### src/srcf_top_note_placeholder.sv
`default_nettype none
`default_nettype wire

### src/srcf_pkg.sv
`default_nettype none
package srcf_pkg;
    // clock and timing
    localparam int unsigned CLK_NS    = 20;     // 50 MHz
    localparam int unsigned CLK_KHZ   = 1000000 / CLK_NS;
    localparam int unsigned LONG_MS   = 1000;   // long key press
    localparam int unsigned DONE_MS   = 1000;   // completion blink
    localparam int unsigned FTICK_NS  = 10000;  // filter step, 0.01 ms
    localparam int unsigned FTICK_CYC = FTICK_NS / CLK_NS;
    // setting limits and reset values
    localparam logic [15:0] RAMP_MAX   = 16'h2710; // 10000 ms
    localparam logic [15:0] RAMP_RST   = 16'h0000;
    localparam logic [15:0] FILT_RST   = 16'h0028; // 0.40 ms
    localparam logic [15:0] FULL_SPEED = 16'h7fff; // code of max speed
    localparam logic [15:0] OFS_LIM    = 16'h03e8; // offset magnitude cap
    // register byte addresses
    localparam logic [4:0] A_CTRL = 5'h00;
    localparam logic [4:0] A_ACC  = 5'h04;
    localparam logic [4:0] A_DEC  = 5'h08;
    localparam logic [4:0] A_FILT = 5'h0c;
    localparam logic [4:0] A_OFS  = 5'h10;
    localparam logic [4:0] A_STAT = 5'h14;
    localparam logic [4:0] A_SPD  = 5'h18;
    localparam logic [1:0] RESP_OK  = 2'h0;
    localparam logic [1:0] RESP_ERR = 2'h2;
    localparam int unsigned FRAC = 16;

    typedef enum logic [1:0] {
        UI_UTIL  = 2'b00,
        UI_ENTRY = 2'b01,
        UI_SHOW  = 2'b10,
        UI_DONE  = 2'b11
    } srcf_ui_t;

    typedef struct packed {
        logic enter;
        logic shift;
        logic mode;
        logic left;
        logic right;
        logic up;
        logic down;
    } srcf_keys_t;

    typedef struct packed {
        srcf_ui_t    screen;
        logic        blink;
        logic [15:0] value;
    } srcf_disp_t;

    // merge a write word into a register under byte strobes
    function automatic logic [31:0] strb_merge(input logic [31:0] old,
        input logic [31:0] nw, input logic [3:0] strb);
        logic [31:0] r;
        r = old;
        for (int i = 0; i < 4; i++) begin
            if (strb[i]) r[8*i +: 8] = nw[8*i +: 8];
        end
        return r;
    endfunction

    // clamp a 17-bit signed value into 16 bits
    function automatic logic signed [15:0] sat16(input logic signed [16:0] v);
        if (v > 17'sh07fff) return 16'sh7fff;
        if (v < -17'sh08000) return -16'sh8000;
        return v[15:0];
    endfunction
endpackage
`default_nettype wire

### src/srcf_div.sv
`timescale 1ns/1ps
`default_nettype none
module srcf_div (
    input  wire logic        aclk,
    input  wire logic        aresetn,
    input  wire logic        start,
    input  wire logic [31:0] num,
    input  wire logic [15:0] den,
    output logic             done_q,
    output logic [31:0]      quo_q
);
    logic [16:0] rem_q;
    logic [5:0]  cnt_q;
    logic        busy_q;
    logic [16:0] trial;
    logic        fits;

    // one restoring step per clock, 32 clocks a quotient
    assign trial = {rem_q[15:0], quo_q[31]};
    assign fits  = trial >= {1'b0, den};

    always_ff @(posedge aclk) begin
        if (!aresetn) begin
            rem_q  <= 17'h00000;
            quo_q  <= 32'h00000000;
            cnt_q  <= 6'h00;
            busy_q <= 1'b0;
            done_q <= 1'b0;
        end else begin
            done_q <= busy_q && cnt_q == 6'h1f;
            if (start && !busy_q) begin
                rem_q  <= 17'h00000;
                quo_q  <= num;
                cnt_q  <= 6'h00;
                busy_q <= 1'b1;
            end else if (busy_q) begin
                rem_q  <= fits ? trial - {1'b0, den} : trial;
                quo_q  <= {quo_q[30:0], fits};
                cnt_q  <= cnt_q + 6'h01;
                busy_q <= cnt_q != 6'h1f;
            end
        end
    end
endmodule // srcf_div
`default_nettype wire

### src/srcf_top.sv
// Functional notes
// - manual offset acts like automatic one
// - enter, or long shift, opens adjustment
// - left/right or short shift shows offset
// - up/down keys step displayed offset
// - left/right or short mode commits, blinks
// - enter or long shift returns to selection
// - steps become constant-slope ramps
// - accel time 0..10000 ms, reset 0
// - decel time 0..10000 ms, reset 0
// - both times zero bypasses ramp
// - accel time spans standstill to max
// - first-order lag filter on reference
// - filter constant 0.01 ms units, default 40
// - committed offset stays stored and applied
//
// Design decisions made here: the AXI4-Lite register port and the register offsets.
`timescale 1ns/1ps
`default_nettype none
module srcf_top #(
    parameter int unsigned LONG_CYC = srcf_pkg::LONG_MS * srcf_pkg::CLK_KHZ,
    parameter int unsigned DONE_CYC = srcf_pkg::DONE_MS * srcf_pkg::CLK_KHZ,
    parameter int unsigned CYC_MS   = srcf_pkg::CLK_KHZ
) (
    input  wire logic               aclk,
    input  wire logic               aresetn,
    input  wire logic [4:0]         s_axi_awaddr,
    input  wire logic               s_axi_awvalid,
    output logic                    s_axi_awready,
    input  wire logic [31:0]        s_axi_wdata,
    input  wire logic [3:0]         s_axi_wstrb,
    input  wire logic               s_axi_wvalid,
    output logic                    s_axi_wready,
    output logic [1:0]              s_axi_bresp,
    output logic                    s_axi_bvalid,
    input  wire logic               s_axi_bready,
    input  wire logic [4:0]         s_axi_araddr,
    input  wire logic               s_axi_arvalid,
    output logic                    s_axi_arready,
    output logic [31:0]             s_axi_rdata,
    output logic [1:0]              s_axi_rresp,
    output logic                    s_axi_rvalid,
    input  wire logic               s_axi_rready,
    input  wire srcf_pkg::srcf_keys_t keys,
    input  wire logic               servo_on_n,
    input  wire logic signed [15:0] vref_code,
    output logic signed [15:0]      speed_cmd_q,
    output srcf_pkg::srcf_disp_t    disp_q
);
    import srcf_pkg::*;

    // register file
    logic        util_sel_q;
    logic [15:0] acc_q, dec_q, filt_q;
    logic signed [15:0] offset_q, edit_q;
    // axi state
    logic [4:0]  awaddr_q;
    logic [31:0] wdata_q;
    logic [3:0]  wstrb_q;
    logic        aw_have_q, w_have_q;
    // keypad and screen
    srcf_keys_t  keys_q;
    srcf_ui_t    ui_q;
    logic [31:0] shift_cnt_q, mode_cnt_q, done_cnt_q;
    // datapath
    logic signed [15:0] sref_q, ramp_q;
    logic [31:0] racc_q;
    logic signed [31:0] y_q;
    logic [15:0] ftick_q;
    logic        neg_q;

    // write channel handshakes; address and data taken in either order
    logic aw_hs, w_hs, do_wr, aw_have_n, w_have_n, bvalid_n;
    assign aw_hs     = s_axi_awvalid && s_axi_awready;
    assign w_hs      = s_axi_wvalid && s_axi_wready;
    assign do_wr     = aw_have_q && w_have_q && !s_axi_bvalid;
    assign aw_have_n = (aw_have_q || aw_hs) && !do_wr;
    assign w_have_n  = (w_have_q || w_hs) && !do_wr;
    assign bvalid_n  = do_wr || (s_axi_bvalid && !s_axi_bready);

    // write decode
    logic [31:0] wr_word_acc, wr_word_dec, wr_word_flt, wr_word_ctl;
    logic [15:0] acc_wr, dec_wr;
    logic        wr_ctl, wr_acc, wr_dec, wr_flt, wr_hit;
    assign wr_ctl = do_wr && awaddr_q == A_CTRL;
    assign wr_acc = do_wr && awaddr_q == A_ACC;
    assign wr_dec = do_wr && awaddr_q == A_DEC;
    assign wr_flt = do_wr && awaddr_q == A_FILT;
    assign wr_hit = wr_ctl || wr_acc || wr_dec || wr_flt;
    assign wr_word_ctl = strb_merge({31'h0, util_sel_q}, wdata_q, wstrb_q);
    assign wr_word_acc = strb_merge({16'h0, acc_q}, wdata_q, wstrb_q);
    assign wr_word_dec = strb_merge({16'h0, dec_q}, wdata_q, wstrb_q);
    assign wr_word_flt = strb_merge({16'h0, filt_q}, wdata_q, wstrb_q);
    // settings above the top of range are held at the top
    assign acc_wr = wr_word_acc[31:0] > {16'h0, RAMP_MAX} ? RAMP_MAX
                    : wr_word_acc[15:0];
    assign dec_wr = wr_word_dec[31:0] > {16'h0, RAMP_MAX} ? RAMP_MAX
                    : wr_word_dec[15:0];

    // read decode; unmapped addresses answer with an error
    logic        ar_hs, rd_hit;
    logic [31:0] rd_word;
    assign ar_hs  = s_axi_arvalid && s_axi_arready;
    assign rd_hit = s_axi_araddr == A_CTRL || s_axi_araddr == A_ACC ||
                    s_axi_araddr == A_DEC || s_axi_araddr == A_FILT ||
                    s_axi_araddr == A_OFS || s_axi_araddr == A_STAT ||
                    s_axi_araddr == A_SPD;
    assign rd_word =
        s_axi_araddr == A_CTRL ? {31'h0, util_sel_q} :
        s_axi_araddr == A_ACC  ? {16'h0, acc_q} :
        s_axi_araddr == A_DEC  ? {16'h0, dec_q} :
        s_axi_araddr == A_FILT ? {16'h0, filt_q} :
        s_axi_araddr == A_OFS  ? {{16{offset_q[15]}}, offset_q} :
        s_axi_araddr == A_STAT ? {{16{ramp_q[15]}}, ramp_q[15:2],
                                  ui_q} :
        s_axi_araddr == A_SPD  ? {{16{speed_cmd_q[15]}}, speed_cmd_q} :
        32'h00000000;

    // write side of the slave
    always_ff @(posedge aclk) begin
        if (!aresetn) begin
            aw_have_q     <= 1'b0;
            w_have_q      <= 1'b0;
            awaddr_q      <= 5'h00;
            wdata_q       <= 32'h00000000;
            wstrb_q       <= 4'h0;
            s_axi_awready <= 1'b1;
            s_axi_wready  <= 1'b1;
            s_axi_bvalid  <= 1'b0;
            s_axi_bresp   <= RESP_OK;
        end else begin
            if (aw_hs) awaddr_q <= s_axi_awaddr;
            if (w_hs) begin
                wdata_q <= s_axi_wdata;
                wstrb_q <= s_axi_wstrb;
            end
            if (do_wr) s_axi_bresp <= wr_hit ? RESP_OK : RESP_ERR;
            aw_have_q     <= aw_have_n;
            w_have_q      <= w_have_n;
            s_axi_bvalid  <= bvalid_n;
            s_axi_awready <= !aw_have_n && !bvalid_n;
            s_axi_wready  <= !w_have_n && !bvalid_n;
        end
    end

    // read side of the slave: one read at a time
    always_ff @(posedge aclk) begin
        if (!aresetn) begin
            s_axi_arready <= 1'b1;
            s_axi_rvalid  <= 1'b0;
            s_axi_rdata   <= 32'h00000000;
            s_axi_rresp   <= RESP_OK;
        end else if (ar_hs) begin
            s_axi_arready <= 1'b0;
            s_axi_rvalid  <= 1'b1;
            s_axi_rdata   <= rd_word;
            s_axi_rresp   <= rd_hit ? RESP_OK : RESP_ERR;
        end else if (s_axi_rvalid && s_axi_rready) begin
            s_axi_rvalid  <= 1'b0;
            s_axi_arready <= 1'b1;
        end
    end

    // settings take effect on the cycle after the write
    always_ff @(posedge aclk) begin
        if (!aresetn) begin
            util_sel_q <= 1'b0;
            acc_q      <= RAMP_RST;
            dec_q      <= RAMP_RST;
            filt_q     <= FILT_RST;
        end else begin
            if (wr_ctl) util_sel_q <= wr_word_ctl[0];
            if (wr_acc) acc_q <= acc_wr;
            if (wr_dec) dec_q <= dec_wr;
            if (wr_flt) filt_q <= wr_word_flt[15:0];
        end
    end

    // key edges and press lengths; a long press fires once while held
    logic p_enter, p_left, p_right, p_up, p_down, lr;
    logic shift_long, shift_short, mode_short;
    assign p_enter = keys.enter && !keys_q.enter;
    assign p_left  = keys.left && !keys_q.left;
    assign p_right = keys.right && !keys_q.right;
    assign p_up    = keys.up && !keys_q.up;
    assign p_down  = keys.down && !keys_q.down;
    assign lr      = p_left || p_right;
    assign shift_long  = keys.shift && shift_cnt_q == LONG_CYC - 1;
    assign shift_short = !keys.shift && keys_q.shift &&
                         shift_cnt_q < LONG_CYC;
    assign mode_short  = !keys.mode && keys_q.mode &&
                         mode_cnt_q < LONG_CYC;

    always_ff @(posedge aclk) begin
        if (!aresetn) begin
            keys_q      <= '0;
            shift_cnt_q <= 32'h00000000;
            mode_cnt_q  <= 32'h00000000;
        end else begin
            keys_q <= keys;
            if (!keys.shift) shift_cnt_q <= 32'h00000000;
            else if (shift_cnt_q < LONG_CYC) shift_cnt_q <= shift_cnt_q + 1;
            if (!keys.mode) mode_cnt_q <= 32'h00000000;
            else if (mode_cnt_q < LONG_CYC) mode_cnt_q <= mode_cnt_q + 1;
        end
    end

    // offset editing; steps stop at the cap rather than wrap
    logic ed_ok, ed_up, ed_dn, leave;
    assign ed_ok = !servo_on_n;
    assign ed_up = ed_ok && p_up && edit_q < $signed(OFS_LIM);
    assign ed_dn = ed_ok && p_down && edit_q > -$signed(OFS_LIM);
    assign leave = p_enter || shift_long;

    // operator screen sequence
    always_ff @(posedge aclk) begin
        if (!aresetn) begin
            ui_q       <= UI_UTIL;
            edit_q     <= 16'sh0000;
            offset_q   <= 16'sh0000;
            done_cnt_q <= 32'h00000000;
        end else begin
            case (ui_q)
                UI_UTIL: begin
                    if (util_sel_q && leave) ui_q <= UI_ENTRY;
                end
                UI_ENTRY: begin
                    if (leave) ui_q <= UI_UTIL;
                    else if (lr || shift_short) begin
                        ui_q   <= UI_SHOW;
                        edit_q <= offset_q;
                    end
                end
                UI_SHOW: begin
                    if (leave) ui_q <= UI_UTIL;
                    else if (lr || mode_short) begin
                        offset_q   <= edit_q;
                        done_cnt_q <= 32'h00000000;
                        ui_q       <= UI_DONE;
                    end else if (ed_up) edit_q <= edit_q + 16'sh0001;
                    else if (ed_dn) edit_q <= edit_q - 16'sh0001;
                end
                UI_DONE: begin
                    done_cnt_q <= done_cnt_q + 1;
                    if (done_cnt_q == DONE_CYC - 1) ui_q <= UI_ENTRY;
                end
                default: ui_q <= UI_UTIL;
            endcase
        end
    end

    // screen outputs; same path as the auto utility, value typed in
    always_ff @(posedge aclk) begin
        if (!aresetn) begin
            disp_q <= '0;
        end else begin
            disp_q.screen <= ui_q;
            disp_q.blink  <= ui_q == UI_DONE;
            disp_q.value  <= ui_q == UI_SHOW ? edit_q : offset_q;
        end
    end

    // ramp toward the offset-corrected reference
    logic gt, lt, mag_up, ramp_bypass;
    logic [15:0] t_ms;
    logic [31:0] period, racc_n;
    assign gt     = sref_q > ramp_q;
    assign lt     = sref_q < ramp_q;
    assign mag_up = (gt && ramp_q >= 0) || (lt && ramp_q <= 0);
    assign t_ms   = mag_up ? acc_q : dec_q;
    assign period = 32'(t_ms) * CYC_MS;
    assign racc_n = racc_q + 32'(FULL_SPEED);
    assign ramp_bypass = acc_q == 16'h0000 && dec_q == 16'h0000;

    // one count every period/FULL_SPEED clocks: constant slope.
    // FULL_SPEED stays below one millisecond of clocks, so the
    // ramp never needs more than one count per clock
    always_ff @(posedge aclk) begin
        if (!aresetn) begin
            sref_q <= 16'sh0000;
            ramp_q <= 16'sh0000;
            racc_q <= 32'h00000000;
        end else begin
            sref_q <= sat16(17'(vref_code) - 17'(offset_q));
            if (ramp_bypass || t_ms == 16'h0000) begin
                ramp_q <= sref_q;
                racc_q <= 32'h00000000;
            end else if (!gt && !lt) begin
                racc_q <= 32'h00000000;
            end else if (racc_n >= period) begin
                racc_q <= racc_n - period;
                ramp_q <= gt ? ramp_q + 16'sh0001 : ramp_q - 16'sh0001;
            end else begin
                racc_q <= racc_n;
            end
        end
    end

    // lag filter: every 0.01 ms, y += (x - y) / tau
    logic signed [16:0] fdiff;
    logic [15:0] fmag;
    logic        ftick, div_done;
    logic [31:0] div_quo;
    logic signed [32:0] y_up, y_dn;
    assign fdiff = 17'(ramp_q) - 17'($signed(y_q[31:FRAC]));
    assign fmag  = fdiff[16] ? 16'(-fdiff) : fdiff[15:0];
    assign ftick = ftick_q == 16'(FTICK_CYC - 1);
    assign y_up  = 33'(y_q) + 33'(div_quo);
    assign y_dn  = 33'(y_q) - 33'(div_quo);

    srcf_div u_div (
        .aclk    (aclk),
        .aresetn (aresetn),
        .start   (ftick && filt_q != 16'h0000),
        .num     ({fmag, 16'h0000}),
        .den     (filt_q),
        .done_q  (div_done),
        .quo_q   (div_quo)
    );

    // the divide takes 33 clocks, well inside one filter step
    always_ff @(posedge aclk) begin
        if (!aresetn) begin
            ftick_q <= 16'h0000;
            neg_q   <= 1'b0;
            y_q     <= 32'sh00000000;
        end else begin
            ftick_q <= ftick ? 16'h0000 : ftick_q + 16'h0001;
            if (ftick) neg_q <= fdiff[16];
            if (filt_q == 16'h0000) y_q <= {ramp_q, 16'h0000};
            else if (div_done)
                y_q <= neg_q ? y_dn[31:0] : y_up[31:0];
        end
    end

    // speed loop reference
    always_ff @(posedge aclk) begin
        if (!aresetn) speed_cmd_q <= 16'sh0000;
        else speed_cmd_q <= y_q[31:FRAC];
    end
endmodule // srcf_top
`default_nettype wire

### config.mk
export PLATFORM = sky130hd
export DESIGN_NAME = srcf_top
export DESIGN_NICKNAME = d
export VERILOG_FILES = /design/src/srcf_top_note_placeholder.sv /design/src/srcf_pkg.sv /design/src/srcf_div.sv /design/src/srcf_top.sv
export SDC_FILE = /design/constraint.sdc
export NUM_CORES = 2
export LEC_CHECK = 0
export BUFFER_PORTS_ARGS = -buffer_cell sky130_fd_sc_hd__buf_4
export CAP_MARGIN = 30
export CORE_MARGIN = 2
export CORE_UTILIZATION = 55
export DETAILED_ROUTE_END_ITERATION = 16
export GPL_ROUTABILITY_DRIVEN = 0
export HOLD_SLACK_MARGIN = 0.08
export MAX_ROUTING_LAYER = met4
export PLACE_DENSITY = 0.73
export SKIP_LAST_GASP = 1
export SYNTH_ARGS = -nofsm -noshare
export SYNTH_HDL_FRONTEND = slang
export SYNTH_SLANG_ARGS = --single-unit
### constraint.sdc
create_clock -name aclk -period 21.2 [get_ports aclk]
set_clock_uncertainty 0.15 [all_clocks]
set_input_delay 4.24 -clock aclk [delete_from_list [all_inputs] [get_ports aclk]]
set_output_delay 4.24 -clock aclk [all_outputs]
set_load 0.01 [all_outputs]
==> summary.txt <==
Synthesis-to-finish area growth -> 11.2%
Worst EP required -> 21.52 ns
Max Freq -> 0.0923 GHz
Global route total overflow -> 0
Psw -> 643 µW
Startpoint Class -> register
Min-Delay Path Class -> register to register
Post-synthesis sequential area ratio -> 30.2%
Flop pwr share -> 40.1%
Via Count -> 26400
Pwr dens -> 67.0 nW/µm²
Fin crit period -> 10.83 ns
Starting DRT DRC Count -> 2006
Clock power share -> 41.1%
Slew headroom -> 36.5%
Crit path kind -> register to register
Multi-input logic area -> 19400 µm²
Met1 Wirelength -> 36400 µm
Top FF cell, synth -> dfxtp_1
CTS H-tree depth -> 2
Die Y -> 239 µm
Post-cts hold buffer count -> 0
Worst skew pair latency -> 0.62 ns
Vias in the first global route -> 24300
Internal -> 1620 µW
DR top layer -> met4
Core ar. -> 54800 µm²
Max FO, Critical Path -> 25
#FFs+latches synth -> 457
CP arrival -> 11.15 ns
Worst slew pin tran -> 0.949 ns
Final hold violation count -> 0
Initial core utilization -> 55.3%
Status -> completed
Slowest CP cell -> or4b_4
Nets -> 4187
Sum Neg Setup Slack -> 0 ns
Post_cts resized -> 0
Unrepaired setup endpoints after global routing -> false
Max-slew violation count -> 0
Worst stage delay on the critical path -> 0.58 ns
Clock Sinks -> 457
Crit path capture type -> register
Die area -> 57000 µm²
Die width -> 239 µm
Commonest non-fill, non-tap cell in the layout -> nor2_1
Met3 WL -> 5900 µm
# rows -> 86
Worst-path clk slew -> 0.06 ns
Remaining antenna violation count -> 0
Post-CTS setup buffer count -> 0
Tcrit/Tclk final -> 51.1%
Register area -> 9150 µm²
CTS Buf Count -> 50
WL final -> 78800 µm
Sw frac -> 28.5%
Drt first pass iters -> 8
Mapped Area -> 30300 µm²
Initial antenna violation count -> 1
Synth unique cells -> 88
Worst reg2reg setup slack -> 10.37 ns
Static leakage -> 0.0144 µW
CTS tree -> done
Max-cap violations -> 0
Commonest cells after routing, fill and taps aside -> nor2_1, dfxtp_1, inv_1
Comb power frac -> 18.8%
EDFF count, synth -> 0
Setup WS post-layout -> 10.37 ns
Largest net degree at the start of global routing -> 82
Met2 wire len -> 34200 µm
CTS Root Cell -> clkbuf_16
Overall routing resource usage -> 27.9%
Syn_area_per_cell -> 8.16 µm²
Synthesized instance count -> 3712
Global-route wire length before repair -> 126000 µm
CP most frequent cell -> ha_1
Filler Cells Inserted -> 4779
PortBufs -> 150
Pre-CTS WS -> 10.53 ns
Worst VDD drop -> 0.0000714 V
Layout cells sized above 1 -> 8.47%
DP HPWL -> 59500 µm
Ys async rst share -> 0%
WL/cell -> 17.4 µm
Final setup vio count -> 0
Remaining DRCs -> 0
Number of I/O pins -> 153
Ys Warns -> 0
Via density -> 5.81
CTS Buffer Depth -> 3
==> layout make-up <==
| type | instances | share of cell area, % |
|---|---|---|
| diodes | 1 | 0.00743 |
| clock inverters | 22 | 0.858 |
| well taps | 704 | 2.61 |
| repair buffers | 177 | 4.04 |
| multi-input cells | 2820 | 57.7 |
| inverters | 289 | 3.24 |
| flip-flops and latches | 457 | 27.2 |
| clock buffers | 71 | 4.34 |
==> per-stage QoR <==
step                hold slack [ns]  instances  instance area (µm²)  power, µW  util [%]
floorplan                     0.279       3713                30300       1240         -
global placement              0.292       4443                31900       1330      58.2
detailed placement            0.298       4447                31900       1340      58.3
CTS                           0.308       4540                33700       2270      61.5
global route                  0.322       4541                33700       2350      61.5
finish                        0.305       4541                33700       2260      61.5
==> registers in the layout, summed over array words and instances (netlist names), 17 cells and up <==
| register | cells |
|---|---|
| done_cnt_q | 32 |
| mode_cnt_q | 32 |
| racc_q | 32 |
| shift_cnt_q | 32 |
| u_div.quo_q | 32 |
| wdata_q | 32 |
| y_q | 32 |
| disp_q | 19 |
| s_axi_rdata | 17 |
==> power groups by stage <==
stage	Clock (µW)	Combinational (µW)	Sequential (µW)
final	929	424	906
after global routing	979	467	907
after CTS	945	419	904
after detailed placement	0	414	924
after global placement	0	409	923
after floorplan	0	325	914
==> synthesized netlist by cell type, drive strengths merged, types with 20 or more instances <==
cell type,number,share of area [%]
dfxtp,457,30
o21bai,26,0.64
nand3,86,1.4
clkbuf,115,1.4
nand2b,31,0.64
buf,32,0.73
nor2b,28,0.58
mux2,20,0.76
o21ai,151,2.5
xor2,117,3.4
nor4,39,0.81
nor2,473,5.9
mux2i,139,4.6
and2,23,0.47
nand4,51,1.1
o31ai,22,0.61
a21oi,286,4.7
fa,45,3.0
xnor2,176,5.1
ha,270,11
or3,31,0.64
a211oi,54,1.4
a22oi,30,0.74
nor3,75,1.3
inv,288,3.6
a21o,68,1.7
a31oi,27,0.56
and3,47,0.97
nand2,285,3.5
==> critical path: cells and delay by family, from the launching register on <==
kind | cells | cell delay (ns)
adders and majority gates | 7 | 2.46
DFF | 1 | 0.54
and+or+nand+nor | 11 | 2.88
xor gates and xnor gates | 2 | 0.29
buffers and inverters | 4 | 0.51
muxes | 3 | 1.03
AOI/OAI and AO/OA | 14 | 2.79
==> logic make-up after synthesis <==
logic type | Yosys count | share of synthesized area [%]
adders and majority gates | 315 | 14.1
buffers and inverters | 436 | 5.73
other | 1 | 0.0124
xor gates and xnor gates | 293 | 8.47
muxes | 159 | 5.35
DFF | 457 | 30.2
and+or+nand+nor | 1237 | 19.0
AOI/OAI and AO/OA | 814 | 17.1
==> worst paths after layout <==
kind,startpoint,cells after the start,endpoint
setup reg to reg,ramp_q[1],41,ramp_q[1]
setup / recovery,ramp_q[1],41,ramp_q[1]
hold / removal,wstrb_q[3],2,wstrb_q[3]
hold reg to reg,wstrb_q[3],2,wstrb_q[3]
==> layer usage <==
| layer | up-vias | GRT usage, % |
|---|---|---|
| met5 | - | - |
| met2 | 838 | 42.3 |
| li1 | 13100 | - |
| met1 | 12300 | 37.5 |
| met4 | 0 | 8.54 |
| met3 | 146 | 5.46 |
No activity file was read; power rests on OpenSTA's default activity.
